[src/logic/serial_break_pkg.sv]
// =============================================================
// break and idle generator constants and types
package serial_break_pkg;

  // =============================================================
  // register map
  localparam int          ADDR_W    = 12;
  localparam int          DATA_W    = 32;
  localparam int          STRB_W    = 4;
  localparam int          BYTE_W    = 8;
  localparam int          DIV_BYTES = 2;
  localparam logic [11:0] CTRL_OFS  = 12'h000; // serial_control_two
  localparam logic [11:0] BAUD_OFS  = 12'h004; // serial_baud_rate_register
  localparam logic [11:0] STAT_OFS  = 12'h008; // status, read only

  // =============================================================
  // field positions
  localparam int BRK_BIT_POS    = 0; // send_break_bit
  localparam int WL_POS         = 1; // word-length select
  localparam int TX_EN_POS      = 2; // transmitter_enable_bit
  localparam int STAT_STATE_LSB = 0;
  localparam int STAT_STATE_W   = 3;
  localparam int STAT_IDLE_POS  = 4;
  localparam int STAT_BRK_POS   = 5;
  localparam int STAT_TXD_POS   = 6;
  localparam int STAT_CNT_LSB   = 8;
  localparam int STAT_CNT_W     = 8;

  // =============================================================
  // reset values and timing
  localparam logic [15:0] BAUD_RST   = 16'h0033; // cycles per bit minus one
  localparam logic [3:0]  BITS_SHORT = 4'ha;     // break length, word length 0
  localparam logic [3:0]  BITS_LONG  = 4'hb;     // break length, word length 1
  localparam logic [3:0]  GAP_BITS   = 4'h1;     // high bits after each break
  localparam logic        LINE_IDLE  = 1'b1;
  localparam logic        LINE_SPACE = 1'b0;

  // =============================================================
  // types
  typedef enum logic [2:0] {MODE_OFF, MODE_READY, MODE_IDLE, MODE_BREAK, MODE_GAP} state_t;

  typedef struct packed {
    logic              psel;
    logic              penable;
    logic              pwrite;
    logic [ADDR_W-1:0] paddr;
    logic [DATA_W-1:0] pwdata;
    logic [STRB_W-1:0] pstrb;
  } apb_req_t;

  typedef struct packed {
    logic [DATA_W-1:0] prdata;
    logic              pready;
    logic              pslverr;
  } apb_rsp_t;

  typedef struct packed {
    state_t            mode;
    logic              brk_bit;
    logic              wl;
    logic              tx_en;
    logic [15:0]       div;
    logic [15:0]       div_lat;
    logic              wl_lat;
    logic [15:0]       baud_cnt;
    logic [3:0]        bit_cnt;
    logic              idle_pend;
    logic              brk_pend;
    logic              txd;
    logic [7:0]        brk_cnt;
    logic [DATA_W-1:0] prdata;
  } core_t;

endpackage : serial_break_pkg

[src/logic/serial_break_idle_transmit.sv]
// =============================================================
module serial_break_idle_transmit
  import serial_break_pkg::*;
(
  input  wire logic     clk,
  input  wire logic     rst,
  input  wire logic     ce,
  input  wire apb_req_t apb_req,
  output apb_rsp_t      apb_rsp,
  output logic          txd
);

  // =============================================================
  // declarations
  core_t       s_q;
  core_t       s_d;
  logic        hit_ctrl;
  logic        hit_baud;
  logic        hit_stat;
  logic        hit;
  logic        wr_en;
  logic        rd_setup;
  logic        bit_tick;
  logic        frame_end;
  logic [3:0]  frame_bits;
  logic [3:0]  last_bit;
  logic [31:0] rd_word;

  // start a new bit frame with the current divisor and word length
  function automatic core_t start_frame(core_t c, state_t nxt);
    core_t r;
    r          = c;
    r.mode     = nxt;
    r.baud_cnt = '0;
    r.bit_cnt  = '0;
    r.div_lat  = c.div;
    r.wl_lat   = c.wl;
    return r;
  endfunction : start_frame

  // =============================================================
  // apb decode
  assign hit_ctrl = (apb_req.paddr == CTRL_OFS);
  assign hit_baud = (apb_req.paddr == BAUD_OFS);
  assign hit_stat = (apb_req.paddr == STAT_OFS);
  assign hit      = hit_ctrl | hit_baud | hit_stat;
  assign wr_en    = apb_req.psel & apb_req.penable & apb_req.pwrite & ce;
  assign rd_setup = apb_req.psel & ~apb_req.penable & ~apb_req.pwrite;

  // zero wait states; frozen while clock enable is low
  assign apb_rsp.pready  = ce;
  assign apb_rsp.pslverr = apb_req.psel & apb_req.penable & ~hit;
  assign apb_rsp.prdata  = s_q.prdata;
  assign txd             = s_q.txd;

  // =============================================================
  // bit timing
  assign frame_bits = s_q.wl_lat ? BITS_LONG : BITS_SHORT;
  assign last_bit   = (s_q.mode == MODE_GAP) ? (GAP_BITS - 4'h1) : (frame_bits - 4'h1);
  assign bit_tick   = (s_q.baud_cnt == s_q.div_lat);
  assign frame_end  = bit_tick && (s_q.bit_cnt == last_bit);

  // read word mux
  always_comb begin
    rd_word = '0;
    if (hit_ctrl) begin
      rd_word[BRK_BIT_POS] = s_q.brk_bit;
      rd_word[WL_POS]      = s_q.wl;
      rd_word[TX_EN_POS]   = s_q.tx_en;
    end else if (hit_baud) begin
      rd_word[15:0] = s_q.div;
    end else if (hit_stat) begin
      rd_word[STAT_STATE_LSB +: STAT_STATE_W] = s_q.mode;
      rd_word[STAT_IDLE_POS]                  = s_q.idle_pend;
      rd_word[STAT_BRK_POS]                   = s_q.brk_pend;
      rd_word[STAT_TXD_POS]                   = s_q.txd;
      rd_word[STAT_CNT_LSB +: STAT_CNT_W]     = s_q.brk_cnt;
    end
  end

  // =============================================================
  // next state
  always_comb begin
    s_d = s_q;
    // register writes
    if (wr_en && hit_ctrl && apb_req.pstrb[0]) begin
      s_d.brk_bit = apb_req.pwdata[BRK_BIT_POS];
      s_d.wl      = apb_req.pwdata[WL_POS];
      s_d.tx_en   = apb_req.pwdata[TX_EN_POS];
    end
    if (wr_en && hit_baud) begin
      for (int b = 0; b < DIV_BYTES; b++) begin
        if (apb_req.pstrb[b]) begin
          s_d.div[b*BYTE_W +: BYTE_W] = apb_req.pwdata[b*BYTE_W +: BYTE_W];
        end
      end
    end
    // read data is captured in the setup phase
    if (rd_setup) begin
      s_d.prdata = rd_word;
    end
    // baud and bit counters run inside any frame
    if (s_q.mode == MODE_IDLE || s_q.mode == MODE_BREAK || s_q.mode == MODE_GAP) begin
      if (bit_tick) begin
        s_d.baud_cnt = '0;
        s_d.bit_cnt  = s_q.bit_cnt + 4'h1;
      end else begin
        s_d.baud_cnt = s_q.baud_cnt + 16'h1;
      end
    end
    // line sequencer
    unique case (s_q.mode)
      MODE_OFF: begin
        if (s_q.tx_en) begin
          s_d.mode = MODE_READY;
        end
      end
      MODE_READY: begin
        if (!s_q.tx_en) begin
          s_d.mode = MODE_OFF;
        end else if (s_q.idle_pend) begin
          s_d           = start_frame(s_d, MODE_IDLE);
          s_d.idle_pend = 1'b0;
        end else if (s_q.brk_pend) begin
          s_d          = start_frame(s_d, MODE_BREAK);
          s_d.brk_pend = 1'b0;
          s_d.brk_cnt  = s_q.brk_cnt + 8'h1;
        end
      end
      MODE_IDLE: begin
        if (!s_q.tx_en) begin
          s_d.mode = MODE_OFF;
        end else if (frame_end) begin
          s_d.mode = MODE_READY;
        end
      end
      MODE_BREAK: begin
        if (!s_q.tx_en) begin
          s_d.mode = MODE_OFF;
        end else if (frame_end) begin
          s_d = start_frame(s_d, MODE_GAP);
        end
      end
      MODE_GAP: begin
        if (!s_q.tx_en) begin
          s_d.mode = MODE_OFF;
        end else if (frame_end) begin
          if (!s_q.idle_pend && s_q.brk_bit) begin
            s_d          = start_frame(s_d, MODE_BREAK);
            s_d.brk_pend = 1'b0;
            s_d.brk_cnt  = s_q.brk_cnt + 8'h1;
          end else begin
            s_d.mode = MODE_READY;
          end
        end
      end
    endcase
    // requests: a new edge wins over the clear above
    if (s_d.tx_en && !s_q.tx_en) begin
      s_d.idle_pend = 1'b1;
    end
    if (s_d.brk_bit && !s_q.brk_bit) begin
      s_d.brk_pend = 1'b1;
    end
    // line level follows the next state
    s_d.txd = (s_d.mode == MODE_BREAK) ? LINE_SPACE : LINE_IDLE;
    // clock enable freezes everything
    if (!ce) begin
      s_d = s_q;
    end
  end

  // state register
  always_ff @(posedge clk) begin
    if (rst) begin
      s_q         <= '0;
      s_q.mode    <= MODE_OFF;
      s_q.div     <= BAUD_RST;
      s_q.div_lat <= BAUD_RST;
      s_q.txd     <= LINE_IDLE;
    end else begin
      s_q <= s_d;
    end
  end

  // =============================================================
  // checks
  logic [19:0] brk_len;
  logic [19:0] exp_len;

  assign exp_len = 20'(20'(frame_bits) * (20'(s_q.div_lat) + 20'h1));

  // cycles spent in the current break
  always_ff @(posedge clk) begin
    if (rst) begin
      brk_len <= '0;
    end else if (ce) begin
      if (s_q.mode == MODE_BREAK) begin
        brk_len <= brk_len + 20'h1;
      end else begin
        brk_len <= '0;
      end
    end
  end
endmodule : serial_break_idle_transmit

[config.mk]
export PLATFORM = sky130hd
export DESIGN_NAME = serial_break_idle_transmit
export DESIGN_NICKNAME = d
export VERILOG_FILES = /design/src/logic/serial_break_pkg.sv /design/src/logic/serial_break_idle_transmit.sv
export SDC_FILE = /design/constraint.sdc
export NUM_CORES = 1
export LEC_CHECK = 0
export ABC_AREA = 1
export BUFFER_PORTS_ARGS = -buffer_cell sky130_fd_sc_hd__buf_4
export CAP_MARGIN = 10
export CORE_ASPECT_RATIO = 0.5
export CORE_UTILIZATION = 50
export CTS_BUF_LIST = sky130_fd_sc_hd__clkbuf_16
export CTS_CLUSTER_SIZE = 25
export DETAILED_ROUTE_END_ITERATION = 16
export PLACE_DENSITY = 0.73
export SYNTH_ARGS = -nofsm -noshare
export SYNTH_HDL_FRONTEND = slang
export SYNTH_SLANG_ARGS = --single-unit
export TNS_END_PERCENT = 10
[constraint.sdc]
create_clock -name clk -period 2.55 [get_ports clk]
set_input_delay 0.255 -clock clk [delete_from_list [all_inputs] [get_ports clk]]
set_output_delay 0.255 -clock clk [all_outputs]
set_load 0.005 [all_outputs]
==> impl_metrics.py, run 1 <==
metrics = {
    "timing": {
        "min_period_ps": 2090,
        "rsz0062_at_grt": "no",
        "slew_headroom_pct": 50.9,
        "worstMarginPinSlew_ps": 736,
        "fin_setup_tns_ps": 0,
        "setup_viol": 0,
        "period_share_pct": 82.0,
        "final_hold_viol_count": 0,
        "finClkSkew_ps": 5.18,
        "fmax_ghz": 0.478,
        "drv_slew": 0,
    },
    "run_status": {
        "status": "complete, no violations",
    },
    "finish": {
        "fin_nets": 813,
        "fin_cells": 891,
        "finalCoreUtilization_pct": 60.2,
        "n_fill_cell": 857,
        "areaGrowthSynthToFinish_pct": 12.4,
        "drive_gt1_share_pct": 14.2,
        "mostFrequentLayoutCell": "nand2_1",
        "layout_common_cells": "nand2_1, dfxtp_1, a21oi_1",
        "diodes": 0,
    },
    "synth": {
        "synth_area_um2": 4840,
        "yosys.area.top_type_share_pct": 35.6,
        "ys_ff_latch": 86,
        "ys_types": 42,
        "synth_cells": 729,
        "avgSynthCellArea_um2": 6.64,
        "yosysTopAreaCell": "dfxtp_1",
        "yosys_warnings": 0,
        "synth.area.top_cells": "dfxtp_1, nand2_1, a21oi_1",
        "synth_seq_area_share_pct": 35.6,
    },
    "setup_path": {
        "worst-path-buf-inv": 2,
        "cp-start-kind": "register",
        "critPathCaptureType": "register",
        "crit_required_ps": 2780,
        "slowest_delay_ps": 460,
        "arrival_ps": 2320,
        "cp_common_cell": "nand2_1",
        "slowest_stage": "dfxtp_1",
        "path_cells": "inv_1 > nand2_1 > nand2_1 > nor2_1 > nand2_1 > nor2_2 > nand3_4 > nand2_2 > nand4_4 > buf_4 > a21oi_1 > o21ai_1",
        "critPathKind": "register to register",
        "critPathMaxFanout": 12,
        "crit_family": "simple AND/OR/NAND/NOR gates",
    },
    "global_route": {
        "grt_pass1_vias": 3866,
        "grt_max_degree": 72,
        "grtUsageTotal_pct": 24.4,
        "grt_pass1_wl_mm": 19.1,
        "antenna_found_initial": 0,
        "overflow": 0,
    },
    "cts": {
        "clk_latency_ps": 340,
        "holdBufCountCts": 0,
        "cts_buffers": 9,
        "clock_sinks": 86,
        "cts_tree": "yes",
        "h-tree-depth": 3,
        "root_buffer": "clkbuf_16",
        "post_cts_resized": 0,
        "cts_setup_buffers": 0,
        "clockBufferDepth": 2,
        "cts.clk_slew.worst_paths_ps": 60,
    },
    "drt": {
        "antenna_left": 0,
        "post_drt_wl_per_cell_um": 13.1,
        "viasPerCell": 5.11,
        "wl_mm": 11.7,
        "drc": 0,
        "drtPass1Iterations": 6,
        "drt_iter0_markers": 345,
        "via_count": 4553,
    },
    "die": {
        "start_util_pct": 53.5,
        "core.rowCount": 24,
        "coreArea_um2": 9040,
        "die_height_um": 71.6,
        "ios": 89,
        "dieArea_um2": 10100,
        "die_x_um": 141,
    },
    "worst_hold_path": {
        "min_path_type": "primary input to register",
    },
    "placed_design": {
        "place_congestion": 0.882,
        "dpl.cell_count": 875,
        "place_hpwl_mm": 8.40,
        "port_buffers": 54,
    },
    "pwr": {
        "p_leak_uw": 0.00231,
        "power_density_nw_per_um2": 523,
        "ir_drop_mv": 0.369,
        "p_total_uw": 2850,
    },
    "run": {
        "drv_cap": 0,
    },
}
## per-layer routing
layer | vias to the layer above | GRT usage, % | routed length, um | part of all wire [%]
met3 | 15 | 5.08 | 738 | 6.3
met2 | 159 | 35.6 | 4710 | 40
li1 | 2362 | - | - | -
met1 | 2017 | 36.4 | 6060 | 52
met5 | - | 0 | 0 | 0
met4 | 0 | 5.68 | 146 | 1.3
## cells by family after synthesis
group           share of synthesized area, %
xor+xnor                                2.17
simple gates                            33.0
fa+ha+maj                              0.776
flops                                   35.6
buf+inv                                 13.9
other cells                           0.0775
compound gates                          14.4
mux                                    0.207
## where the power goes
part | switching [uW] | leakage (uW) | internal [uW]
Clock | 559 | 0.000136 | 761
Sequential | 7.92 | 0.000694 | 1350
Combinational | 107 | 0.00148 | 63.5
## Yosys cell counts, drive strengths merged
cell      n
nand2   227
nor3b     1
o21ai    28
mux2i     1
nor4      3
xor2     11
clkbuf   14
a41oi     2
nor3     10
or2       5
ha        3
nor2     52
dfxtp    86
o211ai   12
inv      83
nand4    22
xnor2     1
a21oi    73
conb      1
a211oi    4
buf      44
and3      1
o311ai    1
nand3    41
a31oi     2
a21o      1
## final cells by class
class / instances / area [um2] / share of cell area [%]
Inverter: 83 / 312 / 5.73
Clock buffer: 9 / 225 / 4.14
Timing Repair Buffer: 59 / 443 / 8.14
Tap cell: 130 / 163 / 2.99
Multi-Input combinational cell: 517 / 2500 / 46.0
Sequential cell: 86 / 1720 / 31.6
Clock inverter: 7 / 73.8 / 1.36
## worst min-delay path: cells and delay by family
kind / cells / cell delay [ps]
compound gates: 1 / 110
buf+inv: 1 / 80
simple gates: 1 / 50
## final timing paths
kind / slack, ps / cells past startpoint / endpoint / start
max: 460 / 12 / s_q[68]$_SDFFE_PP1P_ / s_q[58]$_SDFFE_PP0P_
min: 200 / 3 / s_q[93]$_SDFFE_PP0P_ / apb_req[17]
max reg2reg: 460 / 12 / s_q[68]$_SDFFE_PP1P_ / s_q[58]$_SDFFE_PP0P_
min reg2reg: 470 / 2 / apb_rsp[6]$_SDFFE_PP0P_ / apb_rsp[6]$_SDFFE_PP0P_
## per-stage QoR
step | worst slack, ps | hold slack (ps) | cell area (um2)
6_report | 458 | 199 | 5440
5_1_grt | 209 | 201 | 5440
4_1_cts | 461 | 191 | 5440
3_5_place_dp | 474 | 456 | 5140
3_3_place_gp | 495 | 458 | 5140
2_1_floorplan | 840 | 420 | 4900
## state kept, by name, indices dropped and copies added, names as in the netlist
| register | count |
|---|---|
| s_q | 69 |
| apb_rsp | 16 |
| txd | 1 |
Power figures use the tool's default switching activity.
==> inputs of run 2 (changes only) <==
--- a/config.mk
+++ b/config.mk
@@ -5,7 +5,7 @@
 export SDC_FILE = /design/constraint.sdc
 export NUM_CORES = 1
 export LEC_CHECK = 0
-export ABC_AREA = 1
+export ABC_AREA = 0
 export BUFFER_PORTS_ARGS = -buffer_cell sky130_fd_sc_hd__buf_4
 export CAP_MARGIN = 10
 export CORE_ASPECT_RATIO = 0.5
@@ -13,7 +13,7 @@
 export CTS_BUF_LIST = sky130_fd_sc_hd__clkbuf_16
 export CTS_CLUSTER_SIZE = 25
 export DETAILED_ROUTE_END_ITERATION = 16
-export PLACE_DENSITY = 0.73
+export PLACE_DENSITY = 0.74
 export SYNTH_ARGS = -nofsm -noshare
 export SYNTH_HDL_FRONTEND = slang
 export SYNTH_SLANG_ARGS = --single-unit
==> constraint.sdc (replaced) <==
create_clock -name clk -period 2 [get_ports clk]
set_input_delay 0.2 -clock clk [delete_from_list [all_inputs] [get_ports clk]]
set_output_delay 0.2 -clock clk [all_outputs]
set_load 0.005 [all_outputs]
==> impl_metrics.py, run 2 <==
metrics = {
    "run_status": {
        "status": "complete, but fails checks",
        "violations": "negative setup slack",
    },
    "synth": {
        "synthSimpleGateAreaFrac_pct": 21.4,
        "synth_area_um2": 4420,
        "synth.area.top_cells": "dfxtp_1, buf_4, mux2i_1",
        "ys_ff_latch": 86,
        "yosysTopAreaCell": "dfxtp_1",
        "synth_cells": 513,
        "yosysMostFrequentCell": "dfxtp_1",
        "ys_types": 65,
        "synth.mux.area_fraction_pct": 4.75,
        "synth_compound_area_share_pct": 20.0,
        "synth_xor_area_share_pct": 4.75,
        "synth_top_family_by_area": "simple AND/OR/NAND/NOR gates",
        "async_reset_ff_share_pct": 0,
        "yosys.area_share.adder_pct": 0.849,
        "synth_seq_area_share_pct": 38.9,
        "yosys_warnings": 0,
        "synthTopCellsByCount": "dfxtp_1, nor2_1, nand2_1",
        "synth-edff-count": 0,
        "yosys.area.top_type_share_pct": 38.9,
        "synthFlopType": "dfxtp_1",
        "avgSynthCellArea_um2": 8.62,
    },
    "timing": {
        "fin_setup_tns_ps": -6660,
        "fin_ws_ps": -269,
        "period_share_pct": 113,
        "fmax_ghz": 0.441,
        "rsz0062_at_grt": "yes",
        "holdWs_ps": 112,
        "drv_slew": 0,
        "min_period_ps": 2270,
        "setup_viol": 34,
        "finClkSkew_ps": 10.0,
        "final_hold_viol_count": 0,
    },
    "drt": {
        "drc": 0,
        "antenna_left": 0,
        "viasPerCell": 5.77,
        "drt_iter0_markers": 306,
        "wl_mm": 12.0,
        "drtPass1Iterations": 5,
        "via_count": 4150,
        "post_drt_wl_per_cell_um": 16.7,
    },
    "cts": {
        "cts_tree": "yes",
        "holdBufCountCts": 0,
        "clk_latency_ps": 350,
        "h-tree-depth": 3,
        "cts_buffers": 9,
        "clockBufferDepth": 2,
        "cts.clk_slew.worst_paths_ps": 70,
        "clock_sinks": 86,
        "root_buffer": "clkbuf_16",
    },
    "finish": {
        "fin_nets": 659,
        "top_register": "s_q",
        "largest_reg_flops": 69,
        "mostFrequentLayoutCell": "buf_4",
        "drive_gt1_share_pct": 29.7,
        "areaGrowthSynthToFinish_pct": 28.0,
        "layout_common_cells": "buf_4, dfxtp_1, nor2_1",
        "n_fill_cell": 652,
        "finalCoreUtilization_pct": 68.3,
        "diodes": 0,
    },
    "placed_design": {
        "port_buffers": 54,
        "place_congestion": 0.898,
        "place_hpwl_mm": 8.47,
        "dpl_worst_slack_ps": -326,
    },
    "setup_path": {
        "cp-start-kind": "register",
        "reg2reg_slack_ps": -270,
        "arrival_ps": 2540,
        "critPathMaxFanout": 7,
        "r2r_start": "s_q[99]$_SDFFE_PP0P_",
        "critPathCaptureType": "register",
        "r2r-end": "s_q[39]$_SDFFE_PP0P_",
        "r2r_cells": 8,
        "critPathKind": "register to register",
        "crit_required_ps": 2270,
    },
    "die": {
        "ios": 89,
        "start_util_pct": 53.4,
        "coreArea_um2": 8290,
        "dieArea_um2": 9250,
        "die_height_um": 68.5,
        "core.rowCount": 23,
        "die_x_um": 135,
    },
    "run": {
        "drv_cap": 0,
    },
    "worst_hold_path": {
        "min-delay-start": "apb_req[6]",
        "min_path_type": "primary input to register",
        "min_to": "s_q[96]$_SDFFE_PP0P_",
        "whs_path_depth": 3,
    },
    "pwr": {
        "p_leak_uw": 0.00220,
        "power_density_nw_per_um2": 659,
        "ir_drop_mv": 0.466,
    },
    "global_route": {
        "overflow": 0,
        "grtUsageTotal_pct": 26.2,
        "antenna_found_initial": 0,
        "grt_max_degree": 35,
        "grt_pass1_wl_mm": 18.2,
        "grt_pass1_vias": 3594,
    },
}
run 2: area by class of cell:
class	count	area, um2	share of cell area [%]
tap	112	140	2.48
inverter	7	26.3	0.464
timing repair buffer	128	968	17.1
clock buffer	9	225	3.98
clock inverter	7	73.8	1.30
multi-input combinational	370	2500	44.2
sequential	86	1730	30.5
run 2: stage by stage:
| step | cells | total power (uW) | instance area [um2] |
|---|---|---|---|
| 3_3_place_gp | 699 | 2060 | 5190 |
| 6_report | 719 | 3730 | 5660 |
| 3_5_place_dp | 699 | 2060 | 5190 |
| 4_1_cts | 716 | 3740 | 5540 |
| 2_1_floorplan | 528 | 1950 | 4500 |
| 5_1_grt | 719 | 3840 | 5660 |
run 2: where the power goes:
group	internal [uW]	switching [uW]	leakage, uW
Combinational	144	168	0.00136
Clock	969	717	0.000139
Sequential	1730	7.53	0.000696
Total	2840	893	0.00220
run 2: cell families (layout without fill, tap and decap cells):
logic type                 count (synthesis)  in the layout
other                                      1             16
adders and majority gates                  3              3
DFF                                       86             86
and+or+nand+nor                          185            185
xor gates and xnor gates                  24             24
AOI/OAI and AO/OA                        121            121
muxes                                     21             21
buffers and inverters                     72            151
run 2: repair_timing:
item | CTS | global route
setup buffers | 1 | 3
endpoints found under the setup margin | 45 | 49
gates resized for setup | 11 | 23
gates cloned | 0 | 0
pin swaps | 5 | 13
run 2: metal layers:
metal | track usage [%] | wire length, um | share of wire, % | vias up
met5 | 0 | 0 | 0 | -
met3 | 4.97 | 723 | 6.0 | 15
met2 | 41.8 | 5340 | 45 | 127
li1 | - | - | - | 2017
met1 | 36.5 | 5780 | 48 | 1991
met4 | 6.88 | 136 | 1.1 | 0
run 2: worst max-delay path by stage:
stage / slack (ps) / endpoint / start
3_3_place_gp: -280 / s_q[35]$_SDFFE_PP0P_ / s_q[99]$_SDFFE_PP0P_
5_1_grt: -320 / s_q[39]$_SDFFE_PP0P_ / s_q[99]$_SDFFE_PP0P_
2_1_floorplan: -270 / s_q[64]$_SDFFE_PP1P_ / s_q[52]$_SDFFE_PP0P_
4_1_cts: -240 / s_q[39]$_SDFFE_PP0P_ / s_q[99]$_SDFFE_PP0P_
3_5_place_dp: -330 / s_q[38]$_SDFFE_PP0P_ / s_q[99]$_SDFFE_PP0P_
6_report: -270 / s_q[39]$_SDFFE_PP0P_ / s_q[99]$_SDFFE_PP0P_
run 2: critical path, cell delays in order, from the launching register on:
cell and delay (ps):
dfxtp_2 320, or3b_4 400, or4_4 480, a21oi_4 240, buf_4 160, nand2_1 70
buf_4 140, o21a_1 220, o22ai_1 160
